===== src/shared/prs_pkg.sv =====
// Package for the peripheral register spaces: indices, layouts, command codes
package prs_pkg;

    // Bench sizes
    localparam int IN_COUNT  = 20;
    localparam int CFG_COUNT = 21;
    localparam int OUT_SPAN  = 10;

    // Input bench indices
    localparam logic [4:0] IN_SP_LEVEL   = 5'h00;
    localparam logic [4:0] IN_CMP_FIRST  = 5'h01;
    localparam logic [4:0] IN_CMP_LAST4  = 5'h08;
    localparam logic [4:0] IN_CMP_LAST6  = 5'h0C;
    localparam logic [4:0] IN_CMP_FLAGS  = 5'h0D;
    localparam logic [4:0] IN_PA_PINS    = 5'h0E;
    localparam logic [4:0] IN_PB_PINS    = 5'h0F;
    localparam logic [4:0] IN_PC_PINS    = 5'h10;
    localparam logic [4:0] IN_PHASE_CNT  = 5'h11;
    localparam logic [4:0] IN_TMR_CNT    = 5'h12;
    localparam logic [4:0] IN_TMR_FLAGS  = 5'h13;

    // Configuration slot indices
    localparam logic [4:0] CFG_IRQ_MASK      = 5'h00;
    localparam logic [4:0] CFG_CMP_ONE       = 5'h01;
    localparam logic [4:0] CFG_WDOG          = 5'h02;
    localparam logic [4:0] CFG_CMP_TWO       = 5'h03;
    localparam logic [4:0] CFG_PA_DIR        = 5'h04;
    localparam logic [4:0] CFG_TMR_MODE      = 5'h05;
    localparam logic [4:0] CFG_TMR_PRESC_WV  = 5'h06;
    localparam logic [4:0] CFG_TMR_PRESC     = 5'h07;
    localparam logic [4:0] CFG_PHD_PRESC     = 5'h08;
    localparam logic [4:0] CFG_PHD_PRESC_WV  = 5'h09;
    localparam logic [4:0] CFG_PHD_MODE      = 5'h0A;
    localparam logic [4:0] CFG_PC_DIR        = 5'h0B;
    localparam logic [4:0] CFG_PA_ALTFN      = 5'h0C;
    localparam logic [4:0] CFG_PB_DIR        = 5'h0D;
    localparam logic [4:0] CFG_PB_ANALOG     = 5'h0E;
    localparam logic [4:0] CFG_CMP_PRESC     = 5'h0F;
    localparam logic [4:0] CFG_CMP_ADC_MODE  = 5'h10;
    localparam logic [4:0] CFG_IRQ_PRIO_A    = 5'h11;
    localparam logic [4:0] CFG_IRQ_PRIO_B    = 5'h12;
    localparam logic [4:0] CFG_PHASE_PW_A    = 5'h13;
    localparam logic [4:0] CFG_PHASE_PW_B    = 5'h14;

    // Output bench indices
    localparam logic [3:0] OUT_PA        = 4'h0;
    localparam logic [3:0] OUT_PB        = 4'h1;
    localparam logic [3:0] OUT_PC        = 4'h2;
    localparam logic [3:0] OUT_TMR_CNT   = 4'h3;
    localparam logic [3:0] OUT_TMR_RLD   = 4'h4;
    localparam logic [3:0] OUT_PHASE_CNT = 4'h9;

    // Timer mode field: low bits of the timer mode slot
    localparam int          TMR_MODE_LSB = 0;
    localparam int          TMR_MODE_W   = 2;
    localparam logic [1:0]  TMR_MODE_PWM = 2'h1;

    // Reset values
    localparam logic [7:0]  CFG_RESET = 8'h00;
    localparam logic [7:0]  OUT_RESET = 8'h00;

    // Load instruction codes from the core
    typedef enum logic [2:0] {
        PRS_OP_NONE          = 3'h0,
        PRS_OP_RAM_FROM_IN   = 3'h1,
        PRS_OP_CFG_FROM_PROG = 3'h2,
        PRS_OP_CFG_FROM_RAM  = 3'h3,
        PRS_OP_OUT_FROM_PROG = 3'h4,
        PRS_OP_OUT_FROM_RAM  = 3'h5
    } prs_op_e;

    // Variants: channel count of the comparator
    typedef enum logic [1:0] {
        PRS_VAR_NO_CMP = 2'h0,
        PRS_VAR_CMP4   = 2'h1,
        PRS_VAR_CMP6   = 2'h2
    } prs_var_e;

    // Command from core
    typedef struct packed {
        logic       valid;
        prs_op_e    op;
        logic [4:0] index;
        logic [7:0] ram_addr;
        logic [12:0] prog_addr;
    } prs_cmd_s;

    // Values sampled from the peripherals
    typedef struct packed {
        logic [7:0]  sp_level;
        logic [95:0] cmp_values;
        logic [7:0]  cmp_flags;
        logic [7:0]  pa_pins;
        logic [7:0]  pb_pins;
        logic [7:0]  pc_pins;
        logic [7:0]  phase_cnt;
        logic [7:0]  tmr_cnt;
        logic [7:0]  tmr_flags;
    } prs_periph_s;

    // Memory access requests toward RAM and program memory
    typedef struct packed {
        logic        ram_rd;
        logic        ram_wr;
        logic [7:0]  ram_addr;
        logic [7:0]  ram_wdata;
        logic        prog_rd;
        logic [12:0] prog_addr;
    } prs_mem_s;

    // Output bench strobes: one-cycle load pulses with their value
    typedef struct packed {
        logic       tmr_cnt_load;
        logic       tmr_rld_load;
        logic       phase_cnt_load;
        logic [7:0] load_value;
    } prs_load_s;

endpackage


===== src/rtl/prs_in_mux.sv =====
// Input bench read selector with variant gating
`timescale 1ns/1ps
module prs_in_mux
    import prs_pkg::*;
(
    // Selection
    input  wire logic [4:0]       index,
    input  wire prs_pkg::prs_var_e variant,
    // Sources
    input  wire prs_pkg::prs_periph_s periph,
    // Result
    output logic [7:0]            value
);
    import prs_pkg::*;

    // Channel n high byte at 2n+1, low at 2n+2
    function automatic logic [7:0] cmp_byte(input logic [95:0] vals, input logic [4:0] idx);
        logic [3:0] pos;
        pos = 4'(idx - IN_CMP_FIRST);
        cmp_byte = vals[8*pos +: 8];
    endfunction

    always_comb begin
        value = 8'h00;
        case (index)
            // [RULE_03] stack pointer
            IN_SP_LEVEL:  value = periph.sp_level;
            // [RULE_05] status, pins, counters
            IN_CMP_FLAGS: value = (variant == PRS_VAR_NO_CMP) ? 8'h00 : periph.cmp_flags;
            IN_PA_PINS:   value = periph.pa_pins;
            IN_PB_PINS:   value = periph.pb_pins;
            IN_PC_PINS:   value = periph.pc_pins;
            IN_PHASE_CNT: value = periph.phase_cnt;
            IN_TMR_CNT:   value = periph.tmr_cnt;
            IN_TMR_FLAGS: value = periph.tmr_flags;
            default: begin
                // [RULE_04] comparator pairs per variant
                if (index >= IN_CMP_FIRST && index <= IN_CMP_LAST6) begin
                    // [RULE_15] absent channels read zero
                    if (variant == PRS_VAR_CMP6 ||
                        (variant == PRS_VAR_CMP4 && index <= IN_CMP_LAST4)) begin
                        value = cmp_byte(periph.cmp_values, index);
                    end
                end
            end
        endcase
    end
endmodule


===== src/rtl/prs_top.sv =====
// Peripheral register spaces: input, configuration and output benches
//
// Notes on behaviour
// [RULE_01] Input bench: twenty 8-bit registers selected by index from zero.
// [RULE_02] RAM-from-input load copies the chosen input byte to the given RAM address.
// [RULE_03] Input index zero always returns the current stack pointer.
// [RULE_04] Indices 1-12 hold comparator channels, high byte 2n+1, low 2n+2.
// [RULE_05] Indices 13-19: comparator status, ports A-C, phase counter, timer count, status.
// [RULE_06] Twenty-one config slots; program load reads the byte within the current page.
// [RULE_07] Config-from-RAM load writes the slot with the byte at the RAM address.
// [RULE_08] Slot 0 interrupt mask, polarity, brown-out; slots 17, 18 priorities.
// [RULE_09] Slots 4, 13, 11 port directions; 12 port A alternates; 14 port B analog.
// [RULE_10] Slots 5-7 timer, 8-10 phase driver, 19-20 phase pulse width.
// [RULE_11] Slot 2 watchdog; 1, 3 comparator; 15 its prescaler; 16 conversion mode.
// [RULE_12] Output bench written from program byte or RAM byte by separate loads.
// [RULE_13] Out 0-4 ports, timer count, reload; 9 phase counter; 5-8 unused.
// [RULE_14] Timer reload takes effect only in timer pulse-width modulation mode.
// [RULE_15] Unused output writes ignored; absent input indices read zero, no side effects.
`timescale 1ns/1ps
module prs_top
    import prs_pkg::*;
(
    // Clock and reset
    input  wire logic                 clk,
    input  wire logic                 nrst,
    // Variant strap, steady after reset
    input  wire prs_pkg::prs_var_e    variant,
    // Load command from the core
    input  wire prs_pkg::prs_cmd_s    cmd,
    output logic                      cmd_done,
    // Memory data returned in the same cycle as the read request on mem
    input  wire logic [7:0]           ram_rdata,
    input  wire logic [7:0]           prog_rdata,
    input  wire logic [4:0]           page,
    output prs_pkg::prs_mem_s         mem,
    // Peripheral values
    input  wire prs_pkg::prs_periph_s periph,
    // Configuration slots toward peripherals
    output logic [7:0]                irq_mask_cfg,
    output logic [7:0]                cmp_cfg_one,
    output logic [7:0]                wdog_cfg,
    output logic [7:0]                cmp_cfg_two,
    output logic [7:0]                pa_dir_cfg,
    output logic [7:0]                tmr_mode_cfg,
    output logic [7:0]                tmr_presc_wave_cfg,
    output logic [7:0]                tmr_presc_cfg,
    output logic [7:0]                phase_drv_presc_cfg,
    output logic [7:0]                phase_drv_presc_wave_cfg,
    output logic [7:0]                phase_drv_mode_cfg,
    output logic [7:0]                pc_dir_cfg,
    output logic [7:0]                pa_altfn_cfg,
    output logic [7:0]                pb_dir_cfg,
    output logic [7:0]                pb_analog_sel_cfg,
    output logic [7:0]                cmp_presc_cfg,
    output logic [7:0]                cmp_adc_mode_cfg,
    output logic [7:0]                irq_prio_cfg_a,
    output logic [7:0]                irq_prio_cfg_b,
    output logic [7:0]                phase_pulse_width_a,
    output logic [7:0]                phase_pulse_width_b,
    // Output bench
    output logic [7:0]                pa_out,
    output logic [7:0]                pb_out,
    output logic [7:0]                pc_out,
    output logic [7:0]                tmr_reload_out,
    output prs_pkg::prs_load_s        load
);
    import prs_pkg::*;

    typedef enum logic [1:0] {
        PRS_ST_IDLE,
        PRS_ST_FETCH,
        PRS_ST_DONE
    } prs_state_e;

    typedef struct packed {
        prs_state_e  st;
        prs_op_e     op;
        logic [4:0]  index;
        logic [7:0]  ram_addr;
        // Packed so the whole state stays one flat vector
        logic [CFG_COUNT-1:0][7:0] cfg;
        logic [7:0]  pa;
        logic [7:0]  pb;
        logic [7:0]  pc;
        logic [7:0]  reload;
        prs_mem_s    mem;
        prs_load_s   load;
        logic        done;
    } prs_regs_s;

    prs_regs_s  r_q;
    prs_regs_s  r_d;
    logic [7:0] in_value;

    // [RULE_01] input bench selection
    prs_in_mux u_in_mux (
        .index   (r_q.index),
        .variant (variant),
        .periph  (periph),
        .value   (in_value)
    );

    // Program byte address inside the selected page
    function automatic logic [12:0] paged(input logic [4:0] pg, input logic [12:0] addr);
        paged = {pg, addr[7:0]};
    endfunction

    function automatic logic pwm_mode(input logic [7:0] mode);
        pwm_mode = (mode[TMR_MODE_LSB +: TMR_MODE_W] == TMR_MODE_PWM);
    endfunction

    always_comb begin
        logic [7:0] data;
        data = 8'h00;
        r_d = r_q;
        r_d.mem.ram_rd = 1'b0;
        r_d.mem.ram_wr = 1'b0;
        r_d.mem.prog_rd = 1'b0;
        r_d.load.tmr_cnt_load = 1'b0;
        r_d.load.tmr_rld_load = 1'b0;
        r_d.load.phase_cnt_load = 1'b0;
        r_d.done = 1'b0;
        case (r_q.st)
            PRS_ST_IDLE: begin
                if (cmd.valid && cmd.op != PRS_OP_NONE) begin
                    r_d.op = cmd.op;
                    r_d.index = cmd.index;
                    r_d.ram_addr = cmd.ram_addr;
                    r_d.mem.ram_addr = cmd.ram_addr;
                    r_d.mem.prog_addr = paged(page, cmd.prog_addr);
                    r_d.st = PRS_ST_FETCH;
                    case (cmd.op)
                        // [RULE_07] read RAM source
                        PRS_OP_CFG_FROM_RAM,
                        PRS_OP_OUT_FROM_RAM: r_d.mem.ram_rd = 1'b1;
                        // [RULE_06] read program byte in page
                        PRS_OP_CFG_FROM_PROG,
                        PRS_OP_OUT_FROM_PROG: r_d.mem.prog_rd = 1'b1;
                        default: ;
                    endcase
                end
            end
            PRS_ST_FETCH: begin
                r_d.st = PRS_ST_DONE;
                r_d.done = 1'b1;
                case (r_q.op)
                    // [RULE_02] input byte to RAM
                    PRS_OP_RAM_FROM_IN: begin
                        if (r_q.index < 5'(IN_COUNT)) begin
                            r_d.mem.ram_wr = 1'b1;
                            r_d.mem.ram_wdata = in_value;
                        end
                    end
                    PRS_OP_CFG_FROM_PROG,
                    PRS_OP_CFG_FROM_RAM: begin
                        data = (r_q.op == PRS_OP_CFG_FROM_RAM) ? ram_rdata : prog_rdata;
                        // [RULE_08] slot write by index
                        if (r_q.index < 5'(CFG_COUNT)) begin
                            r_d.cfg[r_q.index] = data;
                        end
                    end
                    PRS_OP_OUT_FROM_PROG,
                    PRS_OP_OUT_FROM_RAM: begin
                        // [RULE_12] either source feeds output bench
                        data = (r_q.op == PRS_OP_OUT_FROM_RAM) ? ram_rdata : prog_rdata;
                        r_d.load.load_value = data;
                        // [RULE_13] output index decode
                        case (r_q.index[3:0])
                            OUT_PA:        r_d.pa = data;
                            OUT_PB:        r_d.pb = data;
                            OUT_PC:        r_d.pc = data;
                            OUT_TMR_CNT:   r_d.load.tmr_cnt_load = 1'b1;
                            OUT_TMR_RLD: begin
                                // [RULE_14] reload only in pwm mode
                                if (pwm_mode(r_q.cfg[CFG_TMR_MODE])) begin
                                    r_d.reload = data;
                                    r_d.load.tmr_rld_load = 1'b1;
                                end
                            end
                            OUT_PHASE_CNT: r_d.load.phase_cnt_load = 1'b1;
                            // [RULE_15] unused indices ignored
                            default: ;
                        endcase
                        if (r_q.index[4]) begin
                            r_d.pa = r_q.pa;
                            r_d.pb = r_q.pb;
                            r_d.pc = r_q.pc;
                            r_d.reload = r_q.reload;
                            r_d.load.tmr_cnt_load = 1'b0;
                            r_d.load.tmr_rld_load = 1'b0;
                            r_d.load.phase_cnt_load = 1'b0;
                        end
                    end
                    default: ;
                endcase
            end
            PRS_ST_DONE: r_d.st = PRS_ST_IDLE;
            default: r_d.st = PRS_ST_IDLE;
        endcase
    end

    always_ff @(posedge clk) begin
        if (!nrst) begin
            r_q.st <= PRS_ST_IDLE;
            r_q.op <= PRS_OP_NONE;
            r_q.index <= 5'h00;
            r_q.ram_addr <= 8'h00;
            for (int i = 0; i < CFG_COUNT; i++) begin
                r_q.cfg[i] <= CFG_RESET;
            end
            r_q.pa <= OUT_RESET;
            r_q.pb <= OUT_RESET;
            r_q.pc <= OUT_RESET;
            r_q.reload <= OUT_RESET;
            r_q.mem <= '0;
            r_q.load <= '0;
            r_q.done <= 1'b0;
        end else begin
            r_q <= r_d;
        end
    end

    // Outputs straight from flip-flops
    assign cmd_done = r_q.done;
    assign mem = r_q.mem;
    assign load = r_q.load;
    assign pa_out = r_q.pa;
    assign pb_out = r_q.pb;
    assign pc_out = r_q.pc;
    assign tmr_reload_out = r_q.reload;
    // [RULE_08] interrupt slots
    assign irq_mask_cfg = r_q.cfg[CFG_IRQ_MASK];
    assign irq_prio_cfg_a = r_q.cfg[CFG_IRQ_PRIO_A];
    assign irq_prio_cfg_b = r_q.cfg[CFG_IRQ_PRIO_B];
    // [RULE_11] watchdog and comparator slots
    assign wdog_cfg = r_q.cfg[CFG_WDOG];
    assign cmp_cfg_one = r_q.cfg[CFG_CMP_ONE];
    assign cmp_cfg_two = r_q.cfg[CFG_CMP_TWO];
    assign cmp_presc_cfg = r_q.cfg[CFG_CMP_PRESC];
    assign cmp_adc_mode_cfg = r_q.cfg[CFG_CMP_ADC_MODE];
    // [RULE_09] port slots
    assign pa_dir_cfg = r_q.cfg[CFG_PA_DIR];
    assign pb_dir_cfg = r_q.cfg[CFG_PB_DIR];
    assign pc_dir_cfg = r_q.cfg[CFG_PC_DIR];
    assign pa_altfn_cfg = r_q.cfg[CFG_PA_ALTFN];
    assign pb_analog_sel_cfg = r_q.cfg[CFG_PB_ANALOG];
    // [RULE_10] timer and phase driver slots
    assign tmr_mode_cfg = r_q.cfg[CFG_TMR_MODE];
    assign tmr_presc_wave_cfg = r_q.cfg[CFG_TMR_PRESC_WV];
    assign tmr_presc_cfg = r_q.cfg[CFG_TMR_PRESC];
    assign phase_drv_presc_cfg = r_q.cfg[CFG_PHD_PRESC];
    assign phase_drv_presc_wave_cfg = r_q.cfg[CFG_PHD_PRESC_WV];
    assign phase_drv_mode_cfg = r_q.cfg[CFG_PHD_MODE];
    assign phase_pulse_width_a = r_q.cfg[CFG_PHASE_PW_A];
    assign phase_pulse_width_b = r_q.cfg[CFG_PHASE_PW_B];

endmodule


===== config.mk =====
export PLATFORM = sky130hd
export DESIGN_NAME = prs_top
export DESIGN_NICKNAME = d
export VERILOG_FILES = /design/src/shared/prs_pkg.sv /design/src/rtl/prs_in_mux.sv /design/src/rtl/prs_top.sv
export SDC_FILE = /design/constraint.sdc
export NUM_CORES = 1
export LEC_CHECK = 0
export ABC_AREA = 1
export BUFFER_PORTS_ARGS = -buffer_cell sky130_fd_sc_hd__buf_2
export CORE_MARGIN = 3
export CORE_UTILIZATION = 35
export CTS_BUF_LIST = sky130_fd_sc_hd__clkbuf_4 sky130_fd_sc_hd__clkbuf_8 sky130_fd_sc_hd__clkbuf_16
export CTS_CLUSTER_SIZE = 28
export DETAILED_ROUTE_END_ITERATION = 8
export PLACE_DENSITY = 0.6
export SLEW_MARGIN = 20
export SYNTH_ARGS = -nofsm -noshare
export SYNTH_HDL_FRONTEND = slang
export SYNTH_SLANG_ARGS = --single-unit
export TNS_END_PERCENT = 5

===== constraint.sdc =====
create_clock -name clk -period 2.8 [get_ports clk]
set_clock_uncertainty 0.05 [all_clocks]
set_input_delay 0.28 -clock clk [delete_from_list [all_inputs] [get_ports clk]]
set_output_delay 0.28 -clock clk [all_outputs]
set_load 0.01 [all_outputs]

---- Word level (Yosys, flattened, before mapping) ----
Cells that the tools add are included.
operators by class
  mux-type cells .......................... 18
  magnitude comparators ................... 7
  eq/ne operators ......................... 26
  reductions and logical operators ........ 26
  bitwise operators ....................... 5
  add/subtract/negate cells ............... 1
  shift operators ......................... 1
operators by type and width
  operator              count
  $bwmux W168           1
  $shiftx A96 B8 Y8     1
  $pmux W8 S8           1
  $mux W8               6
  $demux W8 S5          1
  $eq A5 B5 Y1 const B  4
  $mux W18              1
  $eq A5 B4 Y1 const B  3
  $eq A3 B2 Y1 const B  4
  $eq A3 B3 Y1 const B  4
  $reduce_and A3 Y1     4
  $reduce_and A4 Y1     3
  $ge A5 B1 Y1 const B  2
  $le A5 B4 Y1 const B  2
  $lt A5 B5 Y1 const B  2
  $eq A4 B2 Y1 const B  2
  $reduce_or A2 Y1      4
  $mux W1               7
  $eq A2 B1 Y1 const B  3
  $lt A5 B6 Y1 const B  1
  $logic_not A5 Y1      1
  $not A1 Y1            5
  $reduce_and A5 Y1     1
  $reduce_or A5 Y1      1
  other kinds (15)      20
storage, ports and cells
  flip-flop bits (word level) ............. 254
  input port bits ......................... 215

---- Logic depth before layout (Yosys ltp) ----
Gate-level depths: netlist (run 1).
  depth after elaboration ................. 6
  depth in mapped cells ................... 14
  depth with buffers taken out ............ 12

---- Modules after synthesis ----
Synthesis (run 1) repeated with hierarchy kept, for this count alone.
second synthesis, totals
  cell total of the unflattened synthesis .. 2168
  area total of the unflattened synthesis .. 14094.8 µm²
by module, submodules not included
  module      instances  area an instance (µm²)  cells each  seq. area each (µm²)
  prs_top     1          12305.6                 1788        5084.9
  prs_in_mux  1          1789.2                  380         0.0

---- Worst setup path before layout (run 1) ----
Ideal clock, no wire load.
  kind .................................... reg-to-reg
  start ................................... register, netlist name r_q[252]
  end ..................................... register, netlist name mem[20]
  arrival ................................. 2.023 ns
  slack ................................... 0.610 ns
  stages on the path, launching flop included .. 14
  clock period less this slack ............ 2.190 ns
  path buffers ............................ 3
  cell sequence ........................... dfxtp_1 inv_1 clkbuf_1 ha_1 buf_2 inv_1 buf_1 nand3_1 nand3_1 nand3_1 nand2_1 nor2_1 nor2_1 nor2_1
between the ends
  longest elaborated chain between the ends .. 6
  elaborated cells on any way between the ends .. 21
  classes of those cells .................. add/sub (1); order compare (4); eq/ne (7); shift (1); mux (3); reduce/logical (5)
ends and longest elaborated chain
  element
  parallel branches: the longest is 6 deep, another holds $sub A4 B1 Y4
Parallel ways; which one is timed is not known.
A chain may end at the register's enable or synchronous reset.

---- Final worst setup path (run 1) ----
  start ................................... register, netlist name r_q[255]
  end ..................................... register r_q (netlist bit tmr_presc_cfg[3])
between the ends
  longest elaborated chain between the ends .. 5
  elaborated cells on any way between the ends .. 8
  classes of those cells .................. order compare (3); mux (3); reduce/logical (2)
ends and longest elaborated chain
  element                                                                    line            RTL
  $lt A5 B6 Y1 (implied by the code) / $ge A5 B1 Y1 (equally long branches)  prs_top.sv:159  r_d.cfg[r_q.index] = data;
  $logic_and A1 B1 Y1 (implied by the code)                                  prs_top.sv:159
  $mux W8 (implied by the code)                                              prs_top.sv:159
  $demux W8 S5                                                               prs_top.sv:159
  $bwmux W168                                                                prs_top.sv:159
  to (signal assigned)                                                       prs_top.sv:219  r_q <= r_d;
  to (decl)                                                                  prs_top.sv:91   prs_regs_s r_q;
Several ways; a longest one is shown, not always the timed one.

==> impl_metrics.ini, run 1 <==
[final_layout]
fillers = 3828
largest_reg_flops = 32
finalNetCount = 2299
layout-drive-gt1-share_pct = 29.0
areaGrowthSynthToFinish_pct = 16.6
top_regs = mem x32, load x11, r_q x10
top_register = mem
diodes = 0

[sta]
fmax_ghz = 0.417
fin_ws_ns = 0.401
finalCritPeriodShare_pct = 85.7
worstMarginPinSlew_ns = 0.693
rsz0062_at_grt = false
fin_crit_ns = 2.40
timing.hold.ws_ns = 0.0395
max_slew_margin_pct = 53.7
finalMaxSlewViolations = 0
fin_tns_setup_ns = 0
finalSetupViolCount = 0
finalHoldViolCount = 0

[logic_synthesis]
synth-async-reset-ratio_pct = 0
ys_top_cells_by_area = dfxtp_1, nand2_1, buf_4
synth_cells = 1859
syn_nets = 2079
synth_top_cell_by_area = dfxtp_1
ys_ff_latch = 254
synth.cell_area_sq_um = 13100
synth_top_area_share_pct = 38.9
ys.flop_type = dfxtp_1
synth-edff-count = 0
ys_types = 34
synth_commonest_cells = nand2_1, dfxtp_1, buf_4, a21oi_1, nor2_1
yosysMostFrequentCell = nand2_1
ys_warn_count = 0
avgSynthCellArea_sq_um = 7.04
ys_seq_area_share_pct = 38.9

[global_route]
top_usage_layer = met2
antenna_found_initial = 3
grt_use_met1_pct = 25.5
grt_pass1_wl_mm = 65.0
gr-total-overflow = 0
gr-usage-all-layers_pct = 21.2
grt_max_degree = 69
grt_use_met2_pct = 37.4
met3_usage_pct = 4.22
grt_pass1_vias = 11300

[clock_network]
cts_tree = yes
cts_buffer_depth = 3
htreeDepth = 1
ctsResizeCount = 0
cts_root_buffer = clkbuf_16
worst_skew_pair.late_latency_ns = 0.55
cts.sinks = 254
cts_hold_buf = 28
cts_setup_buffers = 0
clk_pin_slew_ns = 0.06
cts-buffers-inserted = 29

[drt]
ant_nets = 0
dr.pass1.iters = 4
drtIter0Drc = 568
wl_per_cell_microns = 17.6
drc = 0
vias = 12300
vias_per_cell = 4.80
drt_wl_total_mm = 45.2

[pwr]
power.density_nw_per_um2 = 575
p_leak_uw = 0.00720
max-vdd-ir-drop_mv = 0.417

[placed_design]
pre_cts_ws_ns = 0.387
gp_congestion = 0.882
dpl.hpwl_mm = 33.6
io_buffer_count = 453

[worst_setup_path]
crit_path_start_kind = register
reg2regPathDepth = 10
crit_fanout = 28
worst_path_max_delay_cell = dfxtp_1
worstSetupPathType = register to register
cpPeakStageDelay_ns = 0.63
required_ns = 3.22
cp.arrival_ns = 2.82
cp_cell_sequence = inv_4, nand2_1, nor2_2, nand2_2, nand2_2, nor2_8, nand2_1, inv_2, nand2_1, a21oi_1
crit_path_frequent_cell = nand2_1
cp-end-kind = register

[die]
die_y_microns = 199
die_area_sq_um = 39700
rows = 70
start_util_pct = 35.7
ios = 459
core_sq_um = 36700
die_w_microns = 199

[flow_run]
drv_cap = 0

[worst_hold_path]
holdPathStages = 3
hold_path_class = primary input to register

[status]
status = complete, no violations
-- cell usage in the layout (no fill, tap or decap), types with 2 or more instances in the layout --
cell           instances
nor2_8                 3
nor2_1               159
nor2_4                 5
a21oi_1              195
inv_2                 13
nand2_4                3
o21a_1                 8
o21ai_2                2
nand3_1              147
inv_1                 58
nor3b_1                2
nor3_2                 2
clkinvlp_4             2
a21oi_2                7
nand4_1               11
buf_12                 2
a211oi_1              16
nand2_1              541
clkbuf_8               4
nor2_2                10
clkinv_2               6
inv_6                  3
dlygate4sd3_1         28
o21ai_0               65
clkbuf_4               8
bufinv_16              3
dfxtp_1              253
nor4_1                 2
clkbuf_16             29
buf_4                 38
buf_2                453
ha_1                   5
nand2_2                9
-- metal layers --
| metal | part of all wire [%] | vias up |
|---|---|---|
| met1 | 40 | 5620 |
| li1 | - | 6169 |
| met5 | 0.035 | - |
| met3 | 7.1 | 85 |
| met4 | 3.6 | 4 |
| met2 | 49 | 450 |
-- stage by stage --
stage	cell area (sq um)	utilization, %	power [uW]	cells
2_1_floorplan	13100	-	4490	1859
3_3_place_gp	14000	38.1	4910	2488
3_5_place_dp	14000	38.1	4930	2488
4_1_cts	15300	41.6	8870	2569
5_1_grt	15300	41.6	9130	2569
6_report	15300	41.6	8780	2569
-- worst paths after layout --
| check | start | slack (ns) | endpoint |
|---|---|---|---|
| worst max-delay path | r_q[255]$_SDFFE_PN0P_ | 0.40 | tmr_presc_cfg[3]$_SDFFE_PN0P_ |
| worst min-delay path | cmd[19] | 0.04 | mem[28]$_SDFFE_PN0P_ |
| worst max register to register | r_q[255]$_SDFFE_PN0P_ | 0.40 | tmr_presc_cfg[3]$_SDFFE_PN0P_ |
| worst min register to register | irq_prio_cfg_a[0]$_SDFFE_PN0P_ | 0.41 | irq_prio_cfg_a[0]$_SDFFE_PN0P_ |
-- cells by family after synthesis --
| group | count (synthesis) | share of synthesized area, % |
|---|---|---|
| flip-flops | 254 | 38.9 |
| buffers and inverters | 408 | 19.7 |
| AO/OA/AOI/OAI | 294 | 12.0 |
| adder cells (fa/ha/maj) | 5 | 0.478 |
| AND/OR/NAND/NOR | 898 | 29.0 |
-- layout make-up --
type                    instances  area [sq um]  area share [%]
clock buffers                  41           841            5.51
clock inverters                12           151           0.992
well taps                     468           586            3.84
inverters                      76           295            1.93
repair buffers                521          2870            18.8
flip-flops and latches        254          5090            33.3
multi-input cells            1197          5430            35.6
-- critical path, delay by kind of cell (launching register included) --
family,cells,cell delay (ns)
and+or+nand+nor,7,1.16
AOI/OAI and AO/OA,1,0.15
DFF,1,0.63
buffers and inverters,2,0.33
-- power breakdown --
| part | leakage (uW) | switching [uW] | internal, uW |
|---|---|---|---|
| registers | 0.00205 | 39.3 | 3660 |
| logic | 0.00465 | 770 | 401 |
| clock network | 0.000494 | 1540 | 2370 |
No activity file was read; power rests on OpenSTA's default activity.
==> inputs of run 2 (changes only) <==
--- a/config.mk
+++ b/config.mk
@@ -7,12 +7,12 @@
 export LEC_CHECK = 0
 export ABC_AREA = 1
 export BUFFER_PORTS_ARGS = -buffer_cell sky130_fd_sc_hd__buf_2
-export CORE_MARGIN = 3
-export CORE_UTILIZATION = 35
+export CORE_AREA = 3 3 176 178
 export CTS_BUF_LIST = sky130_fd_sc_hd__clkbuf_4 sky130_fd_sc_hd__clkbuf_8 sky130_fd_sc_hd__clkbuf_16
 export CTS_CLUSTER_SIZE = 28
 export DETAILED_ROUTE_END_ITERATION = 8
-export PLACE_DENSITY = 0.6
+export DIE_AREA = 0 0 179 181
+export PLACE_DENSITY_LB_ADDON = 0.15
 export SLEW_MARGIN = 20
 export SYNTH_ARGS = -nofsm -noshare
 export SYNTH_HDL_FRONTEND = slang
==> run 2 against run 1 <==
Effect of this change:
- worst hold slack better by 0.0072 ns
- register-to-register slack better by 0.13 ns
- critical path depth is 1 higher
- combinational power is 4% lower
- core utilization is 9.5 points higher
- setup slack better by 0.13 ns
- first-iteration DRC count is 31% higher
- via count is 0.65% lower
- count of clock-buffer cells in the layout stayed put
==> impl_metrics.ini, run 2 (synthesis results as in run 1) <==
[global_route]
met3_usage_pct = 4.69
gr-usage-all-layers_pct = 24.8
top_usage_layer = met2
grt_use_met1_pct = 32.2
grt_use_met2_pct = 42.7
antenna_found_initial = 6
grt_max_degree = 67
grt_pass1_vias = 11400
gr-total-overflow = 0
grt_pass1_wl_mm = 64.2

[final_layout]
largest_reg_flops = 32
top_regs = mem x32, load x11, r_q x10
areaGrowthSynthToFinish_pct = 15.4
finalNetCount = 2285
layout-drive-gt1-share_pct = 28.5
layout_commonest_cell = nand2_1
final_cell_mix = nand2_1, buf_2, dfxtp_1, a21oi_1, nor2_1
fillers = 3050
top_register = mem
design_area_sq_um = 15100

[pwr]
max-vdd-ir-drop_mv = 0.396
power.density_nw_per_um2 = 583
p_leak_uw = 0.00715

[clock_network]
cts_buffer_depth = 3
cts_setup_buffers = 0
cts_hold_buf = 28
cts.sinks = 254
clk_pin_slew_ns = 0.06
worst_skew_pair.late_latency_ns = 0.54
htreeDepth = 1
ctsResizeCount = 0
cts-buffers-inserted = 28
cts_root_buffer = clkbuf_16
cts_tree = yes

[sta]
worstMarginPinSlew_ns = 0.993
max_slew_margin_pct = 33.5
finalCritPeriodShare_pct = 81.1
fin_crit_ns = 2.27
finalMaxSlewViolations = 0
finalSetupViolCount = 0
fmax_ghz = 0.440
rsz0062_at_grt = false
fin_tns_setup_ns = 0
finalHoldViolCount = 0

[die]
core_sq_um = 29600
die_w_microns = 179
ios = 459
rows = 63
die_area_sq_um = 32400
die_y_microns = 181
start_util_pct = 44.3

[worst_setup_path]
cp-end-kind = register
worst_path_max_delay_cell = dfxtp_1
cpPeakStageDelay_ns = 0.66
crit_fanout = 13
cp.arrival_ns = 2.68
required_ns = 3.21
worstSetupPathType = register to register
cp_cell_sequence = inv_1, nand2_1, nand2_1, buf_4, inv_1, nand3_1, nand3_1, nand2_1, nor2_1, nor2_1, nor2_1
crit_path_start_kind = register

[placed_design]
io_buffer_count = 453
dpl.hpwl_mm = 30.5
gp_congestion = 0.945
postPlaceCellArea_sq_um = 13800

[drt]
ant_nets = 0
wl_per_cell_microns = 17.2
dr.pass1.iters = 5
vias = 12200
drc = 0
drtIter0Drc = 744
vias_per_cell = 4.94
drt_wl_total_mm = 42.6

[flow_run]
drv_cap = 0

[status]
status = complete, no violations

[worst_hold_path]
hold_path_class = primary input to register
==> run 2: path summary, 6_finish.rpt <==
check / start / to / slack, ns / cells after the start
setup / recovery: r_q[254]$_SDFFE_PN0P_ / mem[21]$_SDFFE_PN0P_ / 0.53 / 11
hold / removal: nrst / pa_out[4]$_SDFFE_PN0P_ / 0.05 / 3
setup reg to reg: r_q[254]$_SDFFE_PN0P_ / mem[21]$_SDFFE_PN0P_ / 0.53 / 11
hold reg to reg: irq_prio_cfg_b[4]$_SDFFE_PN0P_ / irq_prio_cfg_b[4]$_SDFFE_PN0P_ / 0.41 / 2
==> run 2: layout make-up <==
cell class              count  area [sq um]  area share [%]
multi-input cells        1197          5430            35.9
clock inverters            11           170            1.13
repair buffers            508          2780            18.4
flip-flops and latches    254          5080            33.7
clock buffers              41           855            5.66
inverters                  76           295            1.96
well taps                 390           488            3.23
diodes                      4          10.0          0.0663
==> run 2: power breakdown <==
part	internal [uW]	leakage, uW	switching (uW)	total, uW
logic	390	0.00458	733	1120
clock network	2480	0.000516	1500	3980
registers	3660	0.00205	37.7	3700
total	6540	0.00715	2270	8810
==> run 2: critical path, delay by kind of cell (launching register included) <==
family,cells,cell delay [ns]
DFF,1,0.66
and+or+nand+nor,8,0.80
buffers and inverters,3,0.70
==> run 2: per-layer routing <==
layer,wire [microns],vias to the layer above
li1,-,6152
met1,17700,5585
met2,21000,443
met3,2900,66
met4,1030,2
met5,20,-
==> run 2: metrics by stage <==
step	total power [uW]	hold slack [ns]	util (%)	setup WS, ns	instances
after floorplan	4490	0.302	-	0.610	1859
after global placement	4860	0.395	46.6	0.538	2397
after detailed placement	4870	0.399	46.6	0.511	2397
after CTS	8900	0.0278	51.1	0.520	2477
after global routing	9170	0.0526	51.1	0.244	2481
final	8810	0.0466	51.1	0.529	2481
==> inputs of run 3 (changes only) <==
--- a/config.mk
+++ b/config.mk
@@ -7,11 +7,11 @@
 export LEC_CHECK = 0
 export ABC_AREA = 1
 export BUFFER_PORTS_ARGS = -buffer_cell sky130_fd_sc_hd__buf_2
-export CORE_AREA = 3 3 176 178
+export CORE_AREA = 3 3 178 180
 export CTS_BUF_LIST = sky130_fd_sc_hd__clkbuf_4 sky130_fd_sc_hd__clkbuf_8 sky130_fd_sc_hd__clkbuf_16
 export CTS_CLUSTER_SIZE = 28
 export DETAILED_ROUTE_END_ITERATION = 8
-export DIE_AREA = 0 0 179 181
+export DIE_AREA = 0 0 181 183
 export PLACE_DENSITY_LB_ADDON = 0.15
 export SLEW_MARGIN = 20
 export SYNTH_ARGS = -nofsm -noshare
==> constraint.sdc (replaced) <==
create_clock -name clk -period 1.85 [get_ports clk]
set_clock_uncertainty 0.05 [all_clocks]
set_input_delay 0.185 -clock clk [delete_from_list [all_inputs] [get_ports clk]]
set_output_delay 0.185 -clock clk [all_outputs]
set_load 0.01 [all_outputs]
==> run 3 against run 2 <==
Effect of this change:
- first-iteration DRC count increased by 3.1%
- sequential share of layout area decreased by 1.7 points
- combinational power grew 74%
- sequential cell count is the same
- critical path depth unchanged
- worst hold slack got worse by 0.032 ns
- sequential power is 51% higher
- setup slack got worse by 0.48 ns
- critical path type unchanged
==> impl_metrics.ini, run 3 (synthesis results as in run 1) <==
[drt]
dr.pass1.iters = 6
wl_per_cell_microns = 17.0
drtIter0Drc = 767
drc = 0
vias = 12500
ant_nets = 0
vias_per_cell = 4.93
drt_wl_total_mm = 43.1

[global_route]
gr-total-overflow = 0
grt_pass1_wl_mm = 65.0
antenna_found_initial = 3
grt_pass1_vias = 11600
gr-usage-all-layers_pct = 24.1
grt_max_degree = 50

[clock_network]
htreeDepth = 1
clk_pin_slew_ns = 0.06
cts-buffers-inserted = 28
cts_buffer_depth = 3
cts_tree = yes
worst_skew_pair.late_latency_ns = 0.55
cts.sinks = 254
cts_root_buffer = clkbuf_16

[pwr]
power_uw = 13300
power.density_nw_per_um2 = 836
max-vdd-ir-drop_mv = 0.707
p_leak_uw = 0.00751

[placed_design]
postPlaceCellArea_sq_um = 14400
dpl.hpwl_mm = 31.2
io_buffer_count = 453
gp_congestion = 0.864

[sta]
finalCritPeriodShare_pct = 97.2
finalHoldViolCount = 0
max_slew_margin_pct = 68.5
finalSetupViolCount = 0
timing.hold.ws_ns = 0.0144
fmax_ghz = 0.556
finalMaxSlewViolations = 0
worstMarginPinSlew_ns = 0.471
rsz0062_at_grt = true
fin_crit_ns = 1.80

[final_layout]
largest_reg_flops = 32
layout_commonest_cell = nand2_1
design_area_sq_um = 16000
finalNetCount = 2340
areaGrowthSynthToFinish_pct = 21.9
top_register = mem
top_regs = mem x32, load x11, r_q x10
fillers = 3086
final_cell_mix = nand2_1, buf_2, dfxtp_1, a21oi_1, nor2_1
layout-drive-gt1-share_pct = 32.0

[status]
status = complete, no violations

[die]
core_sq_um = 30300
die_w_microns = 181
start_util_pct = 43.1
ios = 459
rows = 64
die_y_microns = 183
die_area_sq_um = 33100

[worst_setup_path]
cp.arrival_ns = 2.18
required_ns = 2.23
cp-end-kind = register
worstSetupPathType = register to register
crit_path_start_kind = register
crit_fanout = 9

[worst_hold_path]
hold_path_class = primary input to register

[flow_run]
drv_cap = 0
-- run 3: cell types whose count changed in the layout (fill, tap and decap cells not counted), sizes merged --
cell / change
clkbuf: -5
clkinvlp: +2
inv: -1
diode: -1
buf: +48
bufinv: -1
dlygate4sd3: +7
clkinv: +5
-- run 3: what timing repair did --
action / 4_1_cts / 5_1_grt
pin swaps: 2 / 12
hold buffers: 35 / 0
gates cloned: 0 / 0
endpoints found under the setup margin: 30 / 206
setup buffers: 0 / 8
endpoints found under the hold margin: 33 / 0
gates resized for setup: 8 / 50
-- run 3: power by group --
group | switching, uW | total (uW) | internal (uW)
Combinational | 1170 | 1950 | 773
Clock | 2360 | 5790 | 3420
Sequential | 54.2 | 5600 | 5540
Total | 3590 | 13300 | 9740
-- run 3: critical path, cell delays in order (launching register included) --
cell	delay (ns)
dfxtp_1	0.32
buf_4	0.15
ha_1	0.27
inv_4	0.15
nor2_4	0.06
buf_12	0.14
nand2_1	0.05
nand2_1	0.05
nor2_1	0.15
nand3_1	0.14
nor2_1	0.12
nor2_1	0.04
-- run 3: final timing paths --
kind / startpoint / to / slack [ns] / depth (start not counted)
setup / recovery: r_q[253]$_SDFFE_PN0P_ / mem[21]$_SDFFE_PN0P_ / 0.05 / 11
hold / removal: periph[14] / mem[20]$_SDFFE_PN0P_ / 0.01 / 7
setup reg to reg: r_q[253]$_SDFFE_PN0P_ / mem[21]$_SDFFE_PN0P_ / 0.05 / 11
hold reg to reg: pa_dir_cfg[4]$_SDFFE_PN0P_ / pa_dir_cfg[4]$_SDFFE_PN0P_ / 0.41 / 2
-- run 3: cell type report --
class | instances | area [sq um] | share of cell area (%)
Multi-Input combinational cell | 1197 | 5550 | 34.8
Sequential cell | 254 | 5090 | 31.9
Timing Repair Buffer | 563 | 3520 | 22.1
Clock buffer | 36 | 779 | 4.89
Tap cell | 396 | 495 | 3.11
Inverter | 76 | 319 | 2.00
Clock inverter | 16 | 190 | 1.19
Antenna cell | 3 | 7.51 | 0.0471
-- run 3: layer usage --
metal,global-route usage [%],share of wire (%)
met1,31.2,42
met2,42.8,49
met3,3.51,6.4
met4,5.67,2.6
met5,0,0
-- run 3: per-stage QoR --
stage | setup TNS (ns) | instances | worst slack (ns) | utilization, %
floorplan | -0.0281 | 1859 | -0.00351 | -
global placement | -1.43 | 2443 | -0.111 | 47.3
detailed placement | -2.08 | 2443 | -0.162 | 47.3
CTS | -0.574 | 2530 | -0.0847 | 51.8
global route | -0.665 | 2541 | -0.0426 | 52.6
finish | 0 | 2541 | 0.0519 | 52.6
